<file path="src/logic/sais_defs.svh">
// Purpose: Offsets, bit positions, reset values and timing counts for sync select
// Assumes: APB byte addresses, one 32-bit word per register
// Notes: Index times four gives the byte address
`ifndef SAIS_DEFS_SVH
`define SAIS_DEFS_SVH

// ****************************************
// Register indices and addresses
// ****************************************
`define SAIS_IDX_OUT_MODE 8'h10
`define SAIS_IDX_STATUS 8'h11
`define SAIS_IDX_SRC_SEL 8'h12
`define SAIS_ADDR_OUT_MODE 12'h040
`define SAIS_ADDR_STATUS 12'h044
`define SAIS_ADDR_SRC_SEL 12'h048

// ****************************************
// Field positions
// ****************************************
`define SAIS_BIT_DET_POL 2
`define SAIS_BIT_HS_DET 7
`define SAIS_BIT_GREEN_DET 6
`define SAIS_BIT_VS_DET 5
`define SAIS_BIT_CLK_DET 4
`define SAIS_BIT_IFACE_FLAG 3
`define SAIS_BIT_HS_FLAG 2
`define SAIS_BIT_VS_FLAG 1
`define SAIS_BIT_SEEK 0
`define SAIS_BIT_IFACE_OVR 7
`define SAIS_BIT_IFACE_SEL 6
`define SAIS_BIT_HSO 5
`define SAIS_BIT_HSS 4
`define SAIS_BIT_VSO 3
`define SAIS_BIT_VSS 2

// ****************************************
// Reset values and timing
// ****************************************
`define SAIS_RST_OUT_MODE 8'h00
`define SAIS_RST_SRC_SEL 8'h00
`define SAIS_TIMEOUT_US 100
`define SAIS_CLK_MHZ 100
`define SAIS_TIMEOUT_CYC (`SAIS_TIMEOUT_US * `SAIS_CLK_MHZ)

`endif

</file>
<file path="src/logic/sais_pkg.sv">
// Purpose: Type for the analog/digital interface select
// Assumes: Used with sais_defs.svh
// Notes: Types only
package sais_pkg;
  typedef enum logic [1:0] {
    SAIS_ANALOG = 2'b01,
    SAIS_DIGITAL = 2'b10
  } sais_iface_t;
endpackage

</file>
<file path="src/logic/sais_top.sv">
// Purpose: Sync activity detection and analog/digital source selection, APB slave
// Assumes: Sync inputs synchronous to pclk; link clock sampled as a level
// Notes: Activity timeout is a parameter so simulation can shorten it
`timescale 1ns/100ps
`include "sais_defs.svh"

module sais_top
  import sais_pkg::*;
#(
  parameter int unsigned TIMEOUT_CYC = `SAIS_TIMEOUT_CYC
) (
  input wire logic pclk,
  input wire logic presetn,
  input wire logic psel,
  input wire logic penable,
  input wire logic pwrite,
  input wire logic [11:0] paddr,
  input wire logic [31:0] pwdata,
  input wire logic [3:0] pstrb,
  output logic [31:0] prdata,
  output logic pready,
  output logic pslverr,
  input wire logic hsync_in,
  input wire logic green_sync_input,
  input wire logic vsync_in,
  input wire logic link_clk_in,
  input wire logic sep_vsync_in,
  output logic sync_active_pin,
  output logic active_interface_flag,
  output logic seek_mode,
  output logic hsync_route,
  output logic vsync_route
);

  // ****************************************
  // Activity detection
  // ****************************************
  localparam int CW = $clog2(TIMEOUT_CYC + 1);
  logic [3:0] in_now;
  logic [3:0] in_q;
  logic [3:0] det_q;
  logic [CW-1:0] cnt_q [4];
  logic prime_q;

  assign in_now = {hsync_in, green_sync_input, vsync_in, link_clk_in};

  always_ff @(posedge pclk or negedge presetn) begin
    if (!presetn) begin
      in_q <= 4'h0;
    end else begin
      in_q <= in_now;
    end
  end

  // Lines may rest high after reset; skip the first compare so no false edge
  always_ff @(posedge pclk or negedge presetn) begin
    if (!presetn) begin
      prime_q <= 1'b0;
    end else begin
      prime_q <= 1'b1;
    end
  end

  // Any edge restarts the window; silence for the window clears the bit
  for (genvar i = 0; i < 4; i++) begin : g_det
    always_ff @(posedge pclk or negedge presetn) begin
      if (!presetn) begin
        cnt_q[i] <= '0;
        det_q[i] <= 1'b0;
      end else if (prime_q && (in_now[i] != in_q[i])) begin
        cnt_q[i] <= '0;
        det_q[i] <= 1'b1;
      end else if (cnt_q[i] >= CW'(TIMEOUT_CYC - 1)) begin
        det_q[i] <= 1'b0;
      end else begin
        cnt_q[i] <= cnt_q[i] + CW'(1);
      end
    end
  end

  logic hs_det, green_det, vs_det, clk_det;
  assign hs_det = det_q[3];
  assign green_det = det_q[2];
  assign vs_det = det_q[1];
  assign clk_det = det_q[0];

  // ****************************************
  // Control registers
  // ****************************************
  logic [7:0] mode_q;
  logic [7:0] sel_q;
  logic wr_en, rd_en;

  // Write lands only at the edge that ends the access
  assign wr_en = psel && penable && pready && pwrite && pstrb[0];
  assign rd_en = psel && penable && !pwrite;

  always_ff @(posedge pclk or negedge presetn) begin
    if (!presetn) begin
      mode_q <= `SAIS_RST_OUT_MODE;
      sel_q <= `SAIS_RST_SRC_SEL;
    end else if (wr_en) begin
      if (paddr == `SAIS_ADDR_OUT_MODE) begin
        mode_q <= pwdata[7:0];
      end
      if (paddr == `SAIS_ADDR_SRC_SEL) begin
        sel_q <= pwdata[7:0];
      end
    end
  end

  // ****************************************
  // Selection logic
  // ****************************************
  logic ana_det;
  logic iface_d, seek_d, hs_pick_d, vs_pick_d;
  sais_iface_t iface;

  assign ana_det = hs_det | green_det | vs_det;

  always_comb begin
    seek_d = 1'b0;
    if (sel_q[`SAIS_BIT_IFACE_OVR]) begin
      iface_d = sel_q[`SAIS_BIT_IFACE_SEL];
    end else if (ana_det && clk_det) begin
      iface_d = sel_q[`SAIS_BIT_IFACE_SEL];
    end else if (clk_det) begin
      iface_d = 1'b1;
    end else if (ana_det) begin
      iface_d = 1'b0;
    end else begin
      // Flag keeps analog while seeking
      iface_d = 1'b0;
      seek_d = 1'b1;
    end
    if (sel_q[`SAIS_BIT_HSO] || (hs_det == green_det)) begin
      hs_pick_d = sel_q[`SAIS_BIT_HSS];
    end else begin
      hs_pick_d = green_det;
    end
    if (sel_q[`SAIS_BIT_VSO]) begin
      vs_pick_d = sel_q[`SAIS_BIT_VSS];
    end else begin
      vs_pick_d = vs_det;
    end
  end

  assign iface = iface_d ? SAIS_DIGITAL : SAIS_ANALOG;

  logic hs_pick_q, vs_pick_q;
  always_ff @(posedge pclk or negedge presetn) begin
    if (!presetn) begin
      active_interface_flag <= 1'b0;
      seek_mode <= 1'b0;
      hs_pick_q <= 1'b0;
      vs_pick_q <= 1'b0;
    end else begin
      active_interface_flag <= (iface == SAIS_DIGITAL);
      seek_mode <= seek_d;
      hs_pick_q <= hs_pick_d;
      vs_pick_q <= vs_pick_d;
    end
  end

  // ****************************************
  // Routing and activity pin
  // ****************************************
  always_ff @(posedge pclk or negedge presetn) begin
    if (!presetn) begin
      hsync_route <= 1'b0;
      vsync_route <= 1'b0;
      sync_active_pin <= 1'b0;
    end else begin
      // Hsync or green sync
      // Live choice, so a select write shows on the next clock
      hsync_route <= hs_pick_d ? green_sync_input : hsync_in;
      vsync_route <= vs_pick_d ? sep_vsync_in : vsync_in;
      sync_active_pin <= (ana_det | clk_det) ^ mode_q[`SAIS_BIT_DET_POL];
    end
  end

  // ****************************************
  // APB read path
  // ****************************************
  logic [7:0] status;
  assign status = {hs_det, green_det, vs_det, clk_det,
                   active_interface_flag, hs_pick_q, vs_pick_q, seek_mode};

  // One wait state; reads have no side effects
  always_ff @(posedge pclk or negedge presetn) begin
    if (!presetn) begin
      pready <= 1'b0;
      pslverr <= 1'b0;
      prdata <= 32'h0;
    end else if (psel && penable && !pready) begin
      pready <= 1'b1;
      pslverr <= !(paddr == `SAIS_ADDR_OUT_MODE || paddr == `SAIS_ADDR_STATUS ||
                   paddr == `SAIS_ADDR_SRC_SEL);
      if (!rd_en) begin
        prdata <= 32'h0;
      end else if (paddr == `SAIS_ADDR_OUT_MODE) begin
        prdata <= {24'h0, mode_q};
      end else if (paddr == `SAIS_ADDR_STATUS) begin
        prdata <= {24'h0, status};
      end else if (paddr == `SAIS_ADDR_SRC_SEL) begin
        prdata <= {24'h0, sel_q};
      end else begin
        prdata <= 32'h0;
      end
    end else begin
      pready <= 1'b0;
      pslverr <= 1'b0;
    end
  end

  // ****************************************
  // Checker helpers
  // ****************************************
  // Own quiet counters, so idle checks do not lean on the detector state
  localparam int QW = CW + 1;
  logic [3:0] chk_prev_q;
  logic [QW-1:0] chk_quiet_q [4];

  for (genvar k = 0; k < 4; k++) begin : g_quiet
    always_ff @(posedge pclk or negedge presetn) begin
      if (!presetn) begin
        chk_prev_q[k] <= 1'b0;
        chk_quiet_q[k] <= '0;
      end else begin
        chk_prev_q[k] <= in_now[k];
        if (in_now[k] != chk_prev_q[k]) begin
          chk_quiet_q[k] <= '0;
        end else if (chk_quiet_q[k] < QW'(TIMEOUT_CYC)) begin
          chk_quiet_q[k] <= chk_quiet_q[k] + QW'(1);
        end
      end
    end
  end
endmodule

</file>
<file path="config.mk">
export PLATFORM = sky130hd
export DESIGN_NAME = sais_top
export DESIGN_NICKNAME = d
export VERILOG_FILES = /design/src/logic/sais_pkg.sv /design/src/logic/sais_top.sv
export VERILOG_INCLUDE_DIRS = /design/src /design/src/logic
export SDC_FILE = /design/constraint.sdc
export NUM_CORES = 1
export LEC_CHECK = 0
export ABC_AREA = 1
export BUFFER_PORTS_ARGS = -buffer_cell sky130_fd_sc_hd__buf_2
export CAP_MARGIN = 40
export CORE_MARGIN = 4
export CORE_UTILIZATION = 57
export CTS_CLUSTER_DIAMETER = 50
export DETAILED_ROUTE_END_ITERATION = 6
export GPL_TIMING_DRIVEN = 0
export PLACE_DENSITY = 0.8
export SKIP_CTS_REPAIR_TIMING = 1
export SYNTH_ARGS = -nofsm -noshare
export SYNTH_HDL_FRONTEND = slang
export SYNTH_SLANG_ARGS = --single-unit
</file>
<file path="constraint.sdc">
create_clock -name pclk -period 1.75 [get_ports pclk]
set_input_delay 0.525 -clock pclk [delete_from_list [all_inputs] [get_ports pclk]]
set_output_delay 0.525 -clock pclk [all_outputs]
set_load 0.03 [all_outputs]
</file>
---- Yosys cells after proc, flatten, opt, wreduce, memory -nomap -nowiden ----
Cells that the tools add are included.
storage, ports and cells
  output and inout bits ................... 39
  word-level logic and storage cells ...... 104
  bits in registers ....................... 122
  input bits .............................. 58
cells by class
  add/subtract/negate cells ............... 4
  reduce and logical (&&, ||, !) cells .... 23
  equal/unequal tests ..................... 13
  bitwise logic cells ..................... 4
  order comparisons ....................... 4
  mux-type cells .......................... 34
operator list
  kind                                                               count
  14-bit 2-to-1 mux                                                  8
  14-bit by 1-bit adder with 14-bit output (second input constant)   4
  14-bit >= comparator (second input constant)                       4
  12-bit by 7-bit == test with 1-bit output (second input constant)  3
  8-bit 2-to-1 mux                                                   4
  1-bit 2-to-1 mux                                                   21
  1-bit logical AND                                                  11
  2-bit inequality test (second input constant)                      4
  2-bit nonzero test                                                 4
  1-bit inequality test                                              4
  2-bit AND reduction                                                2
  1-bit zero test                                                    3
  1-bit logical OR                                                   3
  1-bit OR                                                           3
  2-bit == test (second input constant)                              1
  2-bit 2-to-1 mux                                                   1
  1-bit == test                                                      1
  1-bit bitwise XOR                                                  1

---- Depth between registers and ports, before layout ----
Gate-level depths: netlist of the first run.
  word-level depth ........................ 7
  depth in mapped cells ................... 10
  depth with buffers taken out ............ 9

---- Worst setup path before layout of the first run ----
No wires, ideal clock.
  kind .................................... in2reg
  start point ............................. in paddr[9]
  end point ............................... reg prdata[6]
  required time ........................... 1.633 ns
  library setup time ...................... 0.117 ns
  setup slack ............................. 0.259 ns
  stages on the path ...................... 9
  path buffers ............................ 1
  arrival time ............................ 1.374 ns
  cells stage by stage .................... nor2_1 -> nand2_1 -> nor2_2 -> buf_4 -> nand4_1 -> nand2_1 -> inv_1 -> nand2_1 -> nand2_1
between the ends
  longest elaborated chain between the ends .. 5
  elaborated cells between the ends (all ways) .. 7
  classes of those cells .................. 3 x eq/ne; 4 x mux
RTL lines
  what                                                        line             source
  from (decl)                                                 sais_top.sv:17   input wire logic [11:0] paddr,
  12-bit by 7-bit == test with 1-bit output (no source line)  n/a
  8-bit 2-to-1 mux                                            sais_top.sv:205  end else if (paddr == `SAIS_ADDR_SRC_SEL) begin
  8-bit 2-to-1 mux                                            sais_top.sv:203  end else if (paddr == `SAIS_ADDR_STATUS) begin
  8-bit 2-to-1 mux *                                          sais_top.sv:201  end else if (paddr == `SAIS_ADDR_OUT_MODE) begin
  8-bit 2-to-1 mux *                                          sais_top.sv:199  if (!rd_en) begin
  to (signal assigned)                                        sais_top.sv:202  prdata <= {24'h0, mode_q};
  to (signal assigned)                                        sais_top.sv:204  prdata <= {24'h0, status};
  to (signal assigned)                                        sais_top.sv:206  prdata <= {24'h0, sel_q};
  to (decl)                                                   sais_top.sv:20   output logic [31:0] prdata,
Mark *: on every way between the ends. The rest lies on a longest branch, timed or not.
A chain may end at the register's enable or synchronous reset.

---- Final worst setup path of the first run ----
  start point ............................. reg cnt_q[14] (netlist bit)
  end point ............................... reg cnt_q[21] (netlist bit)
between the ends
  longest elaborated chain between the ends .. 3
  elaborated cells between the ends (all ways) .. 5
  classes of those cells .................. 1 x add/sub; 1 x order compare; 1 x eq/ne; 2 x mux
RTL lines
  what                                      line            source
  from (decl)                               sais_top.sv:42  logic [CW-1:0] cnt_q [4];
  from (signal, indexed assignment)         sais_top.sv:76  cnt_q[i] <= cnt_q[i] + CW'(1);
  14-bit by 1-bit adder with 14-bit output  sais_top.sv:76
  14-bit 2-to-1 mux                         sais_top.sv:73  end else if (cnt_q[i] >= CW'(TIMEOUT_CYC - 1)) begin
  14-bit 2-to-1 mux                         sais_top.sv:70  end else if (prime_q && (in_now[i] != in_q[i])) begin
Several ways; a longest one is shown, not always the timed one. The select of a mux whose other input is x is not followed.

==> results of run 1 <==
how the worst max path moves through the flow:
stage          startpoint        end  cells after the start
6_report        cnt_q[14]  cnt_q[21]                      9
5_1_grt         cnt_q[43]  cnt_q[42]                     10
4_1_cts          cnt_q[0]   cnt_q[9]                      7
3_5_place_dp     paddr[1]  mode_q[5]                      8
3_3_place_gp      presetn  cnt_q[44]                      1
2_1_floorplan    paddr[9]  prdata[6]                      9
flip-flops by register name (all words and copies together) (netlist names):
name and cells:
pslverr 1, vs_det 1, pready 1, mode_q 8
cnt_q 56, prime_q 1, in_q 4, prdata 8
active_interface_flag 1, vsync_route 1, sel_q 8, sync_active_pin 1
seek_mode 1, clk_det 1, hs_det 1, hsync_route 1
vs_pick_q 1, green_det 1, hs_pick_q 1
Yosys cell counts:
cell type / count
sky130_fd_sc_hd__nand2_2: 5
sky130_fd_sc_hd__o21ai_4: 1
sky130_fd_sc_hd__nor2_1: 98
sky130_fd_sc_hd__a21oi_1: 9
sky130_fd_sc_hd__a21boi_0: 4
sky130_fd_sc_hd__ha_1: 5
sky130_fd_sc_hd__o21a_1: 3
sky130_fd_sc_hd__mux2_2: 1
sky130_fd_sc_hd__buf_4: 27
sky130_fd_sc_hd__xnor2_1: 2
sky130_fd_sc_hd__nand3b_1: 4
sky130_fd_sc_hd__buf_6: 5
sky130_fd_sc_hd__o21ai_0: 15
sky130_fd_sc_hd__nand2_1: 247
sky130_fd_sc_hd__a22oi_1: 1
sky130_fd_sc_hd__nor3_2: 4
sky130_fd_sc_hd__o21bai_1: 2
sky130_fd_sc_hd__nand4_1: 34
sky130_fd_sc_hd__dfrtp_1: 98
sky130_fd_sc_hd__nor2_2: 3
sky130_fd_sc_hd__buf_1: 1
sky130_fd_sc_hd__conb_1: 2
sky130_fd_sc_hd__o21ai_2: 8
sky130_fd_sc_hd__buf_2: 7
sky130_fd_sc_hd__a31oi_1: 3
sky130_fd_sc_hd__o211ai_1: 7
sky130_fd_sc_hd__nor3b_1: 1
sky130_fd_sc_hd__xor2_1: 26
sky130_fd_sc_hd__inv_1: 77
sky130_fd_sc_hd__a21o_2: 1
sky130_fd_sc_hd__nand3_2: 3
sky130_fd_sc_hd__nor2_4: 2
sky130_fd_sc_hd__inv_2: 4
sky130_fd_sc_hd__clkbuf_1: 7
sky130_fd_sc_hd__nor3_1: 6
sky130_fd_sc_hd__a41oi_1: 1
sky130_fd_sc_hd__o21ai_1: 2
sky130_fd_sc_hd__nand3_1: 94
sky130_fd_sc_hd__clkinv_1: 1
layout make-up:
type                    count  area [sq um]  area share (%)
clock buffers              10           138            2.05
multi-input cells         617          3010            44.7
inverters                  82           308            4.58
well taps                 136           170            2.53
repair buffers             46           255            3.80
plain buffers              47           327            4.86
flip-flops and latches     98          2460            36.5
clock inverters             6          63.8           0.949
worst max-delay path, stage by stage, from the launching register on:
cell	delay (ns)
sky130_fd_sc_hd__dfrtp_2	0.46
sky130_fd_sc_hd__ha_2	0.24
sky130_fd_sc_hd__nand3_1	0.13
sky130_fd_sc_hd__nand2_1	0.09
sky130_fd_sc_hd__nand3_1	0.08
sky130_fd_sc_hd__nand2_2	0.12
sky130_fd_sc_hd__nand2_1	0.10
sky130_fd_sc_hd__buf_6	0.17
sky130_fd_sc_hd__nand2_1	0.06
sky130_fd_sc_hd__nand2_1	0.05
power by group through the flow:
stage | Combinational, mW | Clock, mW | Sequential (mW)
floorplan | 0.553 | 0 | 2.61
global placement | 0.724 | 0 | 2.63
detailed placement | 0.759 | 0 | 2.63
CTS | 0.759 | 1.54 | 2.59
global route | 0.898 | 1.62 | 2.64
finish | 0.780 | 1.49 | 2.61
through the flow:
step / setup slack [ns] / std cells / utilization, % / TNS [ns]
after detailed placement: -0.0448 / 1026 / 63.2 / -0.244
after CTS: 0.0441 / 1042 / 65.1 / 0
after global placement: -0.794 / 1025 / 62.9 / -77.15
after global routing: -0.0130 / 1042 / 65.4 / -0.0141
final: 0.147 / 1042 / 65.4 / 0
after floorplan: 0.259 / 844 / - / 0
cells by family (layout without fill, tap and decap cells):
logic type	Yosys count	count (layout)	share of synthesized area, %
mux	1	1	0.188
simple gates	501	501	36.6
buf+inv	129	191	10.6
flops	98	98	41.0
xor+xnor	28	28	4.10
other cells	2	25	0.126
fa+ha+maj	5	5	1.05
compound gates	57	57	6.36
metal layers:
metal	up-vias	part of all wire, %	wire, um	track usage [%]
li1	2759	-	-	-
met1	2500	45	5640	27.9
met2	106	49	6230	35.5
met3	11	5.0	631	5.15
met4	0	1.0	127	4.76
met5	-	0	0	0
==> results.md, run 1 <==
- Arrival time of data at the critical path endpoint: about 1.9 ns
- Worst-Skew Late Latency: between 0.3 and 0.4 ns
- Die span in x: around 110 um
- Post-route design area: between 0.006 and 0.007 sq mm
- Sinks on the clock net: 98
- Worst Max-Slew Pin Slew: about 0.53 ns
- Reg-to-reg critical path startpoint: cnt_q[14]
- Fraction of final layout cells sized beyond drive strength 1: between 10% and 20%
- Combined area of all synthesized cells: 0.00598 sq mm
- Ranking of synthesized cells by area: sky130_fd_sc_hd__dfrtp_1 41%, sky130_fd_sc_hd__nand2_1 16%, sky130_fd_sc_hd__nand3_1 7.9%, sky130_fd_sc_hd__nor2_1 6.2%, sky130_fd_sc_hd__inv_1 4.8%
- Filler cells: between 900 and 1000
- Number of I/O port buffers: between 40 and 50
- Global-route wire length before repair: approximately 22 mm
- DRT iter0 DRCs: 270
- Antenna Diode Count: 0
- Most area-hungry cell type in the Yosys netlist: sky130_fd_sc_hd__dfrtp_1
- Maximum frequency from static timing analysis: slightly above 600 MHz
- Crit. End Element: flip-flop
- Num ports: 97
- Cell Pwr Density: 726 mW/mm^2
- DRC violation count after routing: 0
- Effective utilization at floorplan: about three fifths
- Fraction of post-synthesis cell area in the top cell type by area: about 41%
- Root buffer selected by CTS: sky130_fd_sc_hd__clkbuf_8
- FF+latch count, synth: roughly 100
- Commonest non-fill, non-tap cell in the layout: sky130_fd_sc_hd__nand2_1
- Pin count of the biggest net entering global routing: 58
- Worst slew margin: about 64%
- Wire length after detailed routing: 12.6 mm
- Depth of the most critical reg-to-reg path: 9
- Area of the core: around 0.010 sq mm
- Reg clk slew, reported paths: approximately 0.09 ns
- Gate Count Post-Synth: 821
- Final worst hold slack: 0.128 ns
- Power spent charging and discharging nets: about 1.5 mW
- CTS HTree Levels: 3
- Max Buffers Root-to-Sink: 2
- Hold/Removal Path Class: in -> async
- Worst Path Class, Setup: reg -> reg
- CTS tree: built
- Part of the cycle the worst path needs: roughly nine tenths
- Final hold violation count: 0
- Routed length per instance: 12.1 um
- Total global routing overflow: 0
- Layout Skew: roughly 0.0078 ns
- Vias in the first global route: 4885
- Worst-case vdd ir drop: 733 uV
- Layout Area Growth over Synthesis: 12.5%
- Full die area: 0.0122 sq mm
- Logic pwr share: between 10% and 20%
- Final setup fails: 0
- LEAKAGE: 3.49 nW
- Clock power share: between 30 and 40%
- Minimum clock period: roughly 1.6 ns
- Flop pwr share: 53.5%
- Average instance area after synthesis: between 7 and 8 sq um
- Portion of the post-synthesis area used by sequential elements: 41.0%
- Worst-path fanout max: 10
- Kind of start point of the critical path: flip-flop
- Terminus of the critical flop-to-flop path: cnt_q[21]
- Chip Height: between 100 and 150 um
- Net switching share of the total power: between 30% and 40%
- Top library cells by usage in the layout, fill and taps aside: 246 x sky130_fd_sc_hd__nand2_1, 97 x sky130_fd_sc_hd__nor2_1, 94 x sky130_fd_sc_hd__nand3_1, 94 x sky130_fd_sc_hd__dfrtp_1, 77 x sky130_fd_sc_hd__inv_1
- Detailed-route vias per instance: 5.16
- Clock buffers created by TritonCTS: 9
- Final weighted congestion of routability-driven global placement: 0.871
- Placed standard-cell area: between 0.006 and 0.007 sq mm
- Post-route total power: 4.88 mW
- Run status: complete, no violations
- # Max-Cap Violations: 0
- Final Net Count: approximately 960
- Half-perimeter wire length of the detailed placement result: roughly 9.3 mm
- Number of pins exceeding their max-slew limit in the final report: 0
- Flop-to-flop setup slack: about 0.15 ns
- Antenna violations before repair: 0
- Cell-internal power: roughly 3.4 mW
- Count of nets left with antenna violations after detail routing: 0
- Global-route usage over all layers: 21.2%
- Detailed-route via count: around 5400
- CP Data Required Time: 2.02 ns
- Number of warning messages in the yosys log: 0
- Placement row count: 37
- First-pass iteration count of the detailed router: 5
- Unique cell type count in the Yosys netlist: 39
No activity file was read; power rests on OpenSTA's default activity.
==> run 2: changes to the inputs <==
--- a/config.mk
+++ b/config.mk
@@ -12,3 +12,3 @@
 export CORE_MARGIN = 4
-export CORE_UTILIZATION = 57
+export CORE_UTILIZATION = 39
 export CTS_CLUSTER_DIAMETER = 50
@@ -16,3 +16,2 @@
 export GPL_TIMING_DRIVEN = 0
-export PLACE_DENSITY = 0.8
 export SKIP_CTS_REPAIR_TIMING = 1
--- a/constraint.sdc
+++ b/constraint.sdc
@@ -3,2 +3,2 @@
 set_output_delay 0.525 -clock pclk [all_outputs]
-set_load 0.03 [all_outputs]
+set_load 0.02 [all_outputs]
==> run 2 against run 1 <==
Maximum frequency decreased by 1.9%; clock power increased by 56%; critical endpoint is now cnt_q[5]; cell count increased by 4.7%; die area increased by 43%; critical path type unchanged; non-clock buffer count increased by 1; clock skew decreased by 0.00051 ns; critical path depth decreased by 2; hold slack improved by 0.068 ns; largest cell class unchanged; combinational power decreased by 3.6%; global-route usage decreased by 5.3 points; flip-flop and latch count unchanged; sequential power about the same.
==> results.md, run 2 (synthesized netlist as in run 1, its figures left out) <==
- Terminus of the critical flop-to-flop path: cnt_q[5]
- Logic pwr share: 13.2% (-2.8 points)
- Chip Height: 132 um (+19%)
- Placed standard-cell area: 0.00655 sq mm (+0.93%)
- Sinks on the clock net: 98 (unchanged)
- Met3 Routed Length: 466 um (-26%)
- CP Data Required Time: 2.04 ns (+0.02 ns)
- Number of cells in the finished layout apart from fillers: 1091 (+4.7%)
- Worst Max-Slew Pin Slew: 0.647 ns (+0.113 ns)
- Cell Pwr Density: 820 mW/mm^2 (+13%)
- Arrival time of data at the critical path endpoint: 1.92 ns (+0.05 ns)
- Routed length per instance: 12.3 um (+1.8%)
- Number of pins exceeding their max-slew limit in the final report: 0 (unchanged)
- First-pass iteration count of the detailed router: 5 (unchanged)
- CTS HTree Levels: 3 (unchanged)
- Cell-internal power: 4.15 mW (+22%)
- Worst Path Class, Setup: reg -> reg
- Flop-to-flop setup slack: 0.12 ns (-0.03 ns)
- Vias in the first global route: 4910 (+0.51%)
- Clock buffers created by TritonCTS: 9 (unchanged)
- Power spent charging and discharging nets: 1.53 mW (+4.2%)
- Endpoint of the worst setup timing path: cnt_q[5]
- Reg-to-reg critical path startpoint: cnt_q[0]
- Top library cells by usage in the layout, fill and taps aside: 246 x sky130_fd_sc_hd__nand2_1, 98 x sky130_fd_sc_hd__nor2_1, 95 x sky130_fd_sc_hd__dfrtp_1
- DRC violation count after routing: 0 (unchanged)
- Worst-Skew Late Latency: 0.35 ns (-0.02 ns)
- Full die area: 0.0174 sq mm (+43%)
- Crit. End Element: flip-flop
- Count of nets left with antenna violations after detail routing: 0 (unchanged)
- Inst Count DP: 1074 (+4.7%)
- Commonest non-fill, non-tap cell in the layout: sky130_fd_sc_hd__nand2_1
- Fraction of final layout cells sized beyond drive strength 1: 15.3% (-0.24 points)
- Total global routing overflow: 0 (unchanged)
- Final hold violation count: 0 (unchanged)
- Final Net Count: 965 (+0.10%)
- Unrepaired setup endpoints after global routing: no
- Part of the cycle the worst path needs: 93.4% (+1.8 points)
- Number of I/O port buffers: 45 (unchanged)
- Global-route wire length before repair: 23.3 mm (+5.8%)
- Antenna violations before repair: 0 (unchanged)
- Area of the core: 0.0148 sq mm (+44%)
- LEAKAGE: 3.58 nW (+2.4%)
- Reg clk slew, reported paths: 0.07 ns (-0.02 ns)
- Worst-path fanout max: 10 (unchanged)
- Net switching share of the total power: 26.9% (-3.1 points)
- CTS tree: built
- Flop pwr share: 45.8% (-7.7 points)
- Layout Area Growth over Synthesis: 16.0%
- Wire length after detailed routing: 13.5 mm (+6.6%)
- Kind of start point of the critical path: flip-flop
- Minimum clock period: 1.63 ns (+0.0310 ns)
- Depth of the most critical reg-to-reg path: 7 (-2)
- Crit. Startpoint: cnt_q[0]
- Run status: complete, no violations
- Hold/Removal Path Class: in -> async
- Flip-flop count of the largest register after layout: 56 (unchanged)
- Detailed-route via count: 5125 (-4.7%)
- Placement row count: 44 (+19%)
- DRT iter0 DRCs: 382 (+41%)
- Worst slew margin: 56.9% (-7.6 points)
- Register ranked first by flip-flop count: cnt_q
- Global-route usage over all layers: 15.9% (-5.3 points)
- Die span in x: 132 um (+19%)
- Effective utilization at floorplan: 40.5% (-18 points)
- Half-perimeter wire length of the detailed placement result: 9.82 mm (+5.7%)
- Worst slack at placement: -0.0619 ns (-0.0171 ns)
- Clock power share: 41.0% (+10 points)
- Root buffer selected by CTS: sky130_fd_sc_hd__clkbuf_16
- Num ports: 97 (unchanged)
- Routed metal-1 wirelength: 6.66 mm (+18%)
- Antenna Diode Count: 0 (unchanged)
- Routed wire length on met2: 6.24 mm (+0.21%)
- Pin count of the biggest net entering global routing: 53 (-8.6%)
- Max Buffers Root-to-Sink: 2 (unchanged)
- Final setup fails: 0 (unchanged)
- Layout Skew: 0.00727 ns (-0.000511 ns)
- Detailed-route vias per instance: 4.70 (-9.0%)
- Summed negative setup slack over all endpoints: 0 ns (unchanged)
- Highest metal layer used by the detailed router: met4
- Worst path setup slack after routing: 0.116 ns (-0.0310 ns)
- Maximum frequency from static timing analysis: 612 MHz (-1.9%)
- Final weighted congestion of routability-driven global placement: 0.866 (-0.56%)
- Post-route design area: 0.00693 sq mm (+3.1%)
- # Max-Cap Violations: 0 (unchanged)
- Worst-case vdd ir drop: 651 uV (-11%)
==> run 2: how the worst min path moves through the flow <==
stage / to / slack [ns]
5_1_grt: pready / 0.24
2_1_floorplan: active_interface_flag / 0.23
6_report: pready / 0.20
3_3_place_gp: prdata[4] / 0.46
4_1_cts: sel_q[1] / 0.22
3_5_place_dp: seek_mode / 0.46
==> run 2: stage by stage <==
step                util (%)  hold WS [ns]  total power, mW
finish                  47.0         0.196             5.68
global route            47.0         0.243             6.01
floorplan                  -         0.229             3.13
detailed placement      44.4         0.461             3.37
CTS                     46.8         0.219             5.73
global placement        44.2         0.460             3.35
==> run 2: area by class of cell <==
cell class / count / area (sq um)
fillers: 1494 / 7820
multi-input cells: 617 / 3000
flip-flops and latches: 98 / 2460
plain buffers: 47 / 324
inverters: 82 / 308
repair buffers: 47 / 263
clock buffers: 10 / 239
well taps: 184 / 230
clock inverters: 6 / 113
==> run 2: metal layers <==
metal	vias up	global-route usage (%)
li1	2754	-
met1	2299	21.9
met2	68	25.8
met3	4	3.82
met4	0	3.15
met5	-	0
==> run 2: power groups by stage <==
stage	Sequential (mW)	Clock, mW	Combinational (mW)
after floorplan	2.60	0	0.530
after global placement	2.64	0	0.710
after detailed placement	2.64	0	0.734
after CTS	2.60	2.40	0.736
after global routing	2.63	2.50	0.885
final	2.60	2.33	0.752
==> run 2: worst max-delay path, cell delays in order (launching register included) <==
cell and delay, ns:
sky130_fd_sc_hd__dfrtp_2 0.42, sky130_fd_sc_hd__ha_1 0.24, sky130_fd_sc_hd__inv_1 0.07, sky130_fd_sc_hd__o21a_1 0.23, sky130_fd_sc_hd__o21ai_4 0.26, sky130_fd_sc_hd__buf_6 0.19
sky130_fd_sc_hd__nand3_1 0.08, sky130_fd_sc_hd__nand2_1 0.07
==> run 3: changes to the inputs <==
ABC_AREA = not set   (was 1)
==> run 3 against run 2 <==
The flow now finishes with violations (negative setup slack); synthesized cell count shrank 37%; die area down 13%; critical path depth fell by 1; clock-buffer cell count decreased by 1; total power fell by 7.9%; flip-flop and latch count unchanged; hold slack worse by 0.072 ns; wire length decreased by 5.5%; first-iteration DRC count down 45%; global-route usage rose by 0.47 points; combinational power grew 1%; critical path type unchanged; critical endpoint is now cnt_q[23].
==> results.md, run 3 <==
- Run status: complete, but fails checks
- Violated checks: negative setup slack
- Maximum frequency from static timing analysis: 550 MHz (-10%)
- Commonest non-fill, non-tap cell in the layout: sky130_fd_sc_hd__dfrtp_1
- Worst-Skew Late Latency: 0.35 ns (about the same)
- First-pass iteration count of the detailed router: 5 (unchanged)
- Effective utilization at floorplan: 40.3% (-0.24 points)
- Chip Height: 123 um (-7.0%)
- Logic pwr share: 14.6% (+1.4 points)
- Number of I/O port buffers: 45 (unchanged)
- Fraction of final layout cells sized beyond drive strength 1: 35.5% (+20 points)
- Reg clk slew, reported paths: 0.07 ns (about the same)
- Multiplexer fraction of the synthesized cell area: 5.54% (+5.4 points)
- Detailed-route vias per instance: 5.35 (+14%)
- Worst path setup slack after routing: -0.0674 ns (-0.183 ns)
- Routed length per instance: 15.6 um (+27%)
- Power spent charging and discharging nets: 1.52 mW (-0.34%)
- Layout Area Growth over Synthesis: 33.2%
- Largest family of logic cells by synthesized area: simple AND/OR/NAND/NOR gates
- Minimum clock period: 1.82 ns (+0.183 ns)
- Top library cells by usage in the layout, fill and taps aside: 92 x sky130_fd_sc_hd__dfrtp_1, 65 x sky130_fd_sc_hd__buf_4, 43 x sky130_fd_sc_hd__buf_2
- Worst-case vdd ir drop: 423 uV (-35%)
- Reg-to-reg critical path startpoint: cnt_q[19]
- CP Data Required Time: 2.02 ns (-0.02 ns)
- Flop pwr share: 50.0% (+4.2 points)
- Global-route wire length before repair: 19.6 mm (-16%)
- Num ports: 97 (unchanged)
- Antenna Diode Count: 0 (unchanged)
- Post-route design area: 0.00682 sq mm (-1.6%)
- Unrepaired setup endpoints after global routing: yes
- Count of nets left with antenna violations after detail routing: 0 (unchanged)
- Root buffer selected by CTS: sky130_fd_sc_hd__clkbuf_16
- Simple-gate share of the synthesized area: 20.8% (-16 points)
- Summed negative setup slack over all endpoints: -0.189 ns (-0.189 ns)
- Final worst hold slack: 0.124 ns (-0.0719 ns)
- Die span in x: 123 um (-7.0%)
- Net switching share of the total power: 29.1% (+2.2 points)
- Wire length after detailed routing: 12.7 mm (-5.5%)
- Combined area of all synthesized cells: 0.00512 sq mm (-14%)
- Full die area: 0.0150 sq mm (-13%)
- Flip-flop count of the largest register after layout: 56 (unchanged)
- Cell-internal power: 3.71 mW (-11%)
- Number of pins exceeding their max-slew limit in the final report: 0 (unchanged)
- End-of-flow core utilization: 53.6% (+6.6 points)
- Detailed-route via count: 4357 (-15%)
- Clock power share: 35.4% (-5.6 points)
- Vias in the first global route: 3943 (-20%)
- Number of warning messages in the yosys log: 0 (unchanged)
- Max Buffers Root-to-Sink: 2 (unchanged)
- Worst Max-Slew Pin Slew: 0.663 ns (+0.0163 ns)
- CP most frequent cell: sky130_fd_sc_hd__a21oi_2
- Final setup fails: 6 (+6)
- Critical Path Max Stage Delay: 0.47 ns (+0.05 ns)
- CTS tree: built
- Kind of start point of the critical path: flip-flop
- Post-synthesis adder-cell area fraction: 1.22% (+0.17 points)
- Critical-path top delay cell: sky130_fd_sc_hd__or4_4
- # Max-Cap Violations: 0 (unchanged)
- Part of the cycle the worst path needs: 104% (+10 points)
- Pin count of the biggest net entering global routing: 67 (+26%)
- Arrival time of data at the critical path endpoint: 2.08 ns (+0.16 ns)
- Placement row count: 41 (-6.8%)
- Total global routing overflow: 0 (unchanged)
- Fraction of post-synthesis cell area in the top cell type by area: 47.9% (+6.8 points)
- Final Net Count: 700 (-27%)
- Antenna violations before repair: 1 (+1)
- Register ranked first by flip-flop count: cnt_q
- Top FF cell, synth: sky130_fd_sc_hd__dfrtp_1
- Crit. End Element: flip-flop
- Ranking of synthesized cells by area: sky130_fd_sc_hd__dfrtp_1 48%, sky130_fd_sc_hd__mux2_2 4.2%, sky130_fd_sc_hd__a21oi_1 4.1%, sky130_fd_sc_hd__buf_4 3.5%, sky130_fd_sc_hd__o31ai_1 3.5%
- Gate Count Post-Synth: 515 (-37%)
- Async set or reset register ratio after synthesis: 100% (unchanged)
- Portion of the post-synthesis area used by sequential elements: 47.9% (+6.8 points)
- DRC violation count after routing: 0 (unchanged)
- Worst-path fanout max: 7 (-3)
- Hold/Removal Path Class: in -> async
- Flop-to-flop setup slack: -0.07 ns (-0.18 ns)
- Area of the core: 0.0127 sq mm (-14%)
- Cell Pwr Density: 767 mW/mm^2 (-6.4%)
- Clock buffers created by TritonCTS: 9 (unchanged)
- Half-perimeter wire length of the detailed placement result: 8.14 mm (-17%)
- Ordered list of cells on the worst path: nor4_4, buf_4, a21oi_2, buf_6, or4_4, a21oi_2
- FF+latch count, synth: 98 (unchanged)
- Most frequent cells after synthesis: 98 x sky130_fd_sc_hd__dfrtp_1, 42 x sky130_fd_sc_hd__a21oi_1, 38 x sky130_fd_sc_hd__nand2_1
- Average instance area after synthesis: 9.95 sq um (+37%)
- DRT iter0 DRCs: 212 (-45%)
- Worst Path Class, Setup: reg -> reg
- Sinks on the clock net: 98 (unchanged)
- Most area-hungry cell type in the Yosys netlist: sky130_fd_sc_hd__dfrtp_1
- Worst slew margin: 55.6% (-1.2 points)
- Final weighted congestion of routability-driven global placement: 0.845 (-2.5%)
- Global-route usage over all layers: 16.4% (+0.47 points)
- Layout Skew: 0.00774 ns (+0.000469 ns)
- Final hold violation count: 0 (unchanged)
- Number of enable-type register cells in the synthesized netlist: 0 (unchanged)
- Depth of the most critical reg-to-reg path: 6 (-1)
- Placed standard-cell area: 0.00581 sq mm (-11%)
- Synth Area in Compound Gates: 16.1% (+9.8 points)
- Unique cell type count in the Yosys netlist: 58 (+49%)
- Most repeated cell in the gate-level netlist after synthesis: sky130_fd_sc_hd__dfrtp_1
- CTS HTree Levels: 3 (unchanged)
- Terminus of the critical flop-to-flop path: cnt_q[23]
- LEAKAGE: 2.87 nW (-20%)
- Xor/xnor cell area share of the yosys netlist: 2.39% (-1.7 points)
## run 3: cell types whose count changed in the layout (fill, tap and decap cells not counted), sizes merged, moves of 22 or more
cell   before  now
inv        82   18
nand3      97   26
xor2       26    4
nor2      103   22
nand2     252   38
o31ai       0   24
a21oi       9   42
buf        87  118
or4         0   22
## run 3: per-layer routing
layer  GRT usage (%)  vias up  part of all wire [%]
li1                -     2121                     -
met1            23.3     2120                    47
met2            25.1       97                    47
met3            3.13       17                   4.6
met4            5.46        2                   1.4
met5               0        -                 0.094
## run 3: critical path: cells and delay by family (launching register included)
family | cells | cell delay (ns)
and+or+nand+nor | 2 | 0.77
buffers and inverters | 2 | 0.30
AOI/OAI and AO/OA | 2 | 0.20
DFF | 1 | 0.45
## run 3: final cells by class
cell class              instances  area (sq um)
inverters                      17          63.8
well taps                     172           215
multi-input cells             386          2930
flip-flops and latches         98          2460
repair buffers                 89           604
clock inverters                 7          43.8
fillers                      1163          5900
plain buffers                  36           278
clock buffers                   9           225
## run 3: logic make-up (layout without fill, tap and decap cells)
family / count (synthesis) / after routing
other: 2 / 25
adders and majority gates: 5 / 5
DFF: 98 / 98
muxes: 26 / 26
xor gates and xnor gates: 14 / 14
and+or+nand+nor: 184 / 184
buffers and inverters: 54 / 158
AOI/OAI and AO/OA: 132 / 132
## run 3: stage by stage
step                      std cells  power, mW  setup slack, ns
after global placement          755       3.23           -0.938
after floorplan                 538       3.04          -0.0798
after detailed placement        756       3.26           -0.511
after global routing            814       5.50           -0.142
after CTS                       772       5.13           -0.259
final                           814       5.24          -0.0674
## run 3: how the worst max path moves through the flow
stage	start	end	slack [ns]
2_1_floorplan	paddr[7]	sel_q[0]	-0.08
6_report	cnt_q[19]	cnt_q[23]	-0.07
4_1_cts	cnt_q[0]	cnt_q[4]	-0.26
3_3_place_gp	presetn	cnt_q[47]	-0.94
3_5_place_dp	paddr[2]	mode_q[7]	-0.51
5_1_grt	cnt_q[5]	cnt_q[11]	-0.14
## run 3: power groups by stage
stage,Clock (mW),Sequential (mW),Combinational (mW)
6_report,1.86,2.62,0.763
2_1_floorplan,0,2.59,0.449
4_1_cts,1.91,2.58,0.646
3_3_place_gp,0,2.61,0.615
3_5_place_dp,0,2.62,0.642
5_1_grt,2.00,2.64,0.854
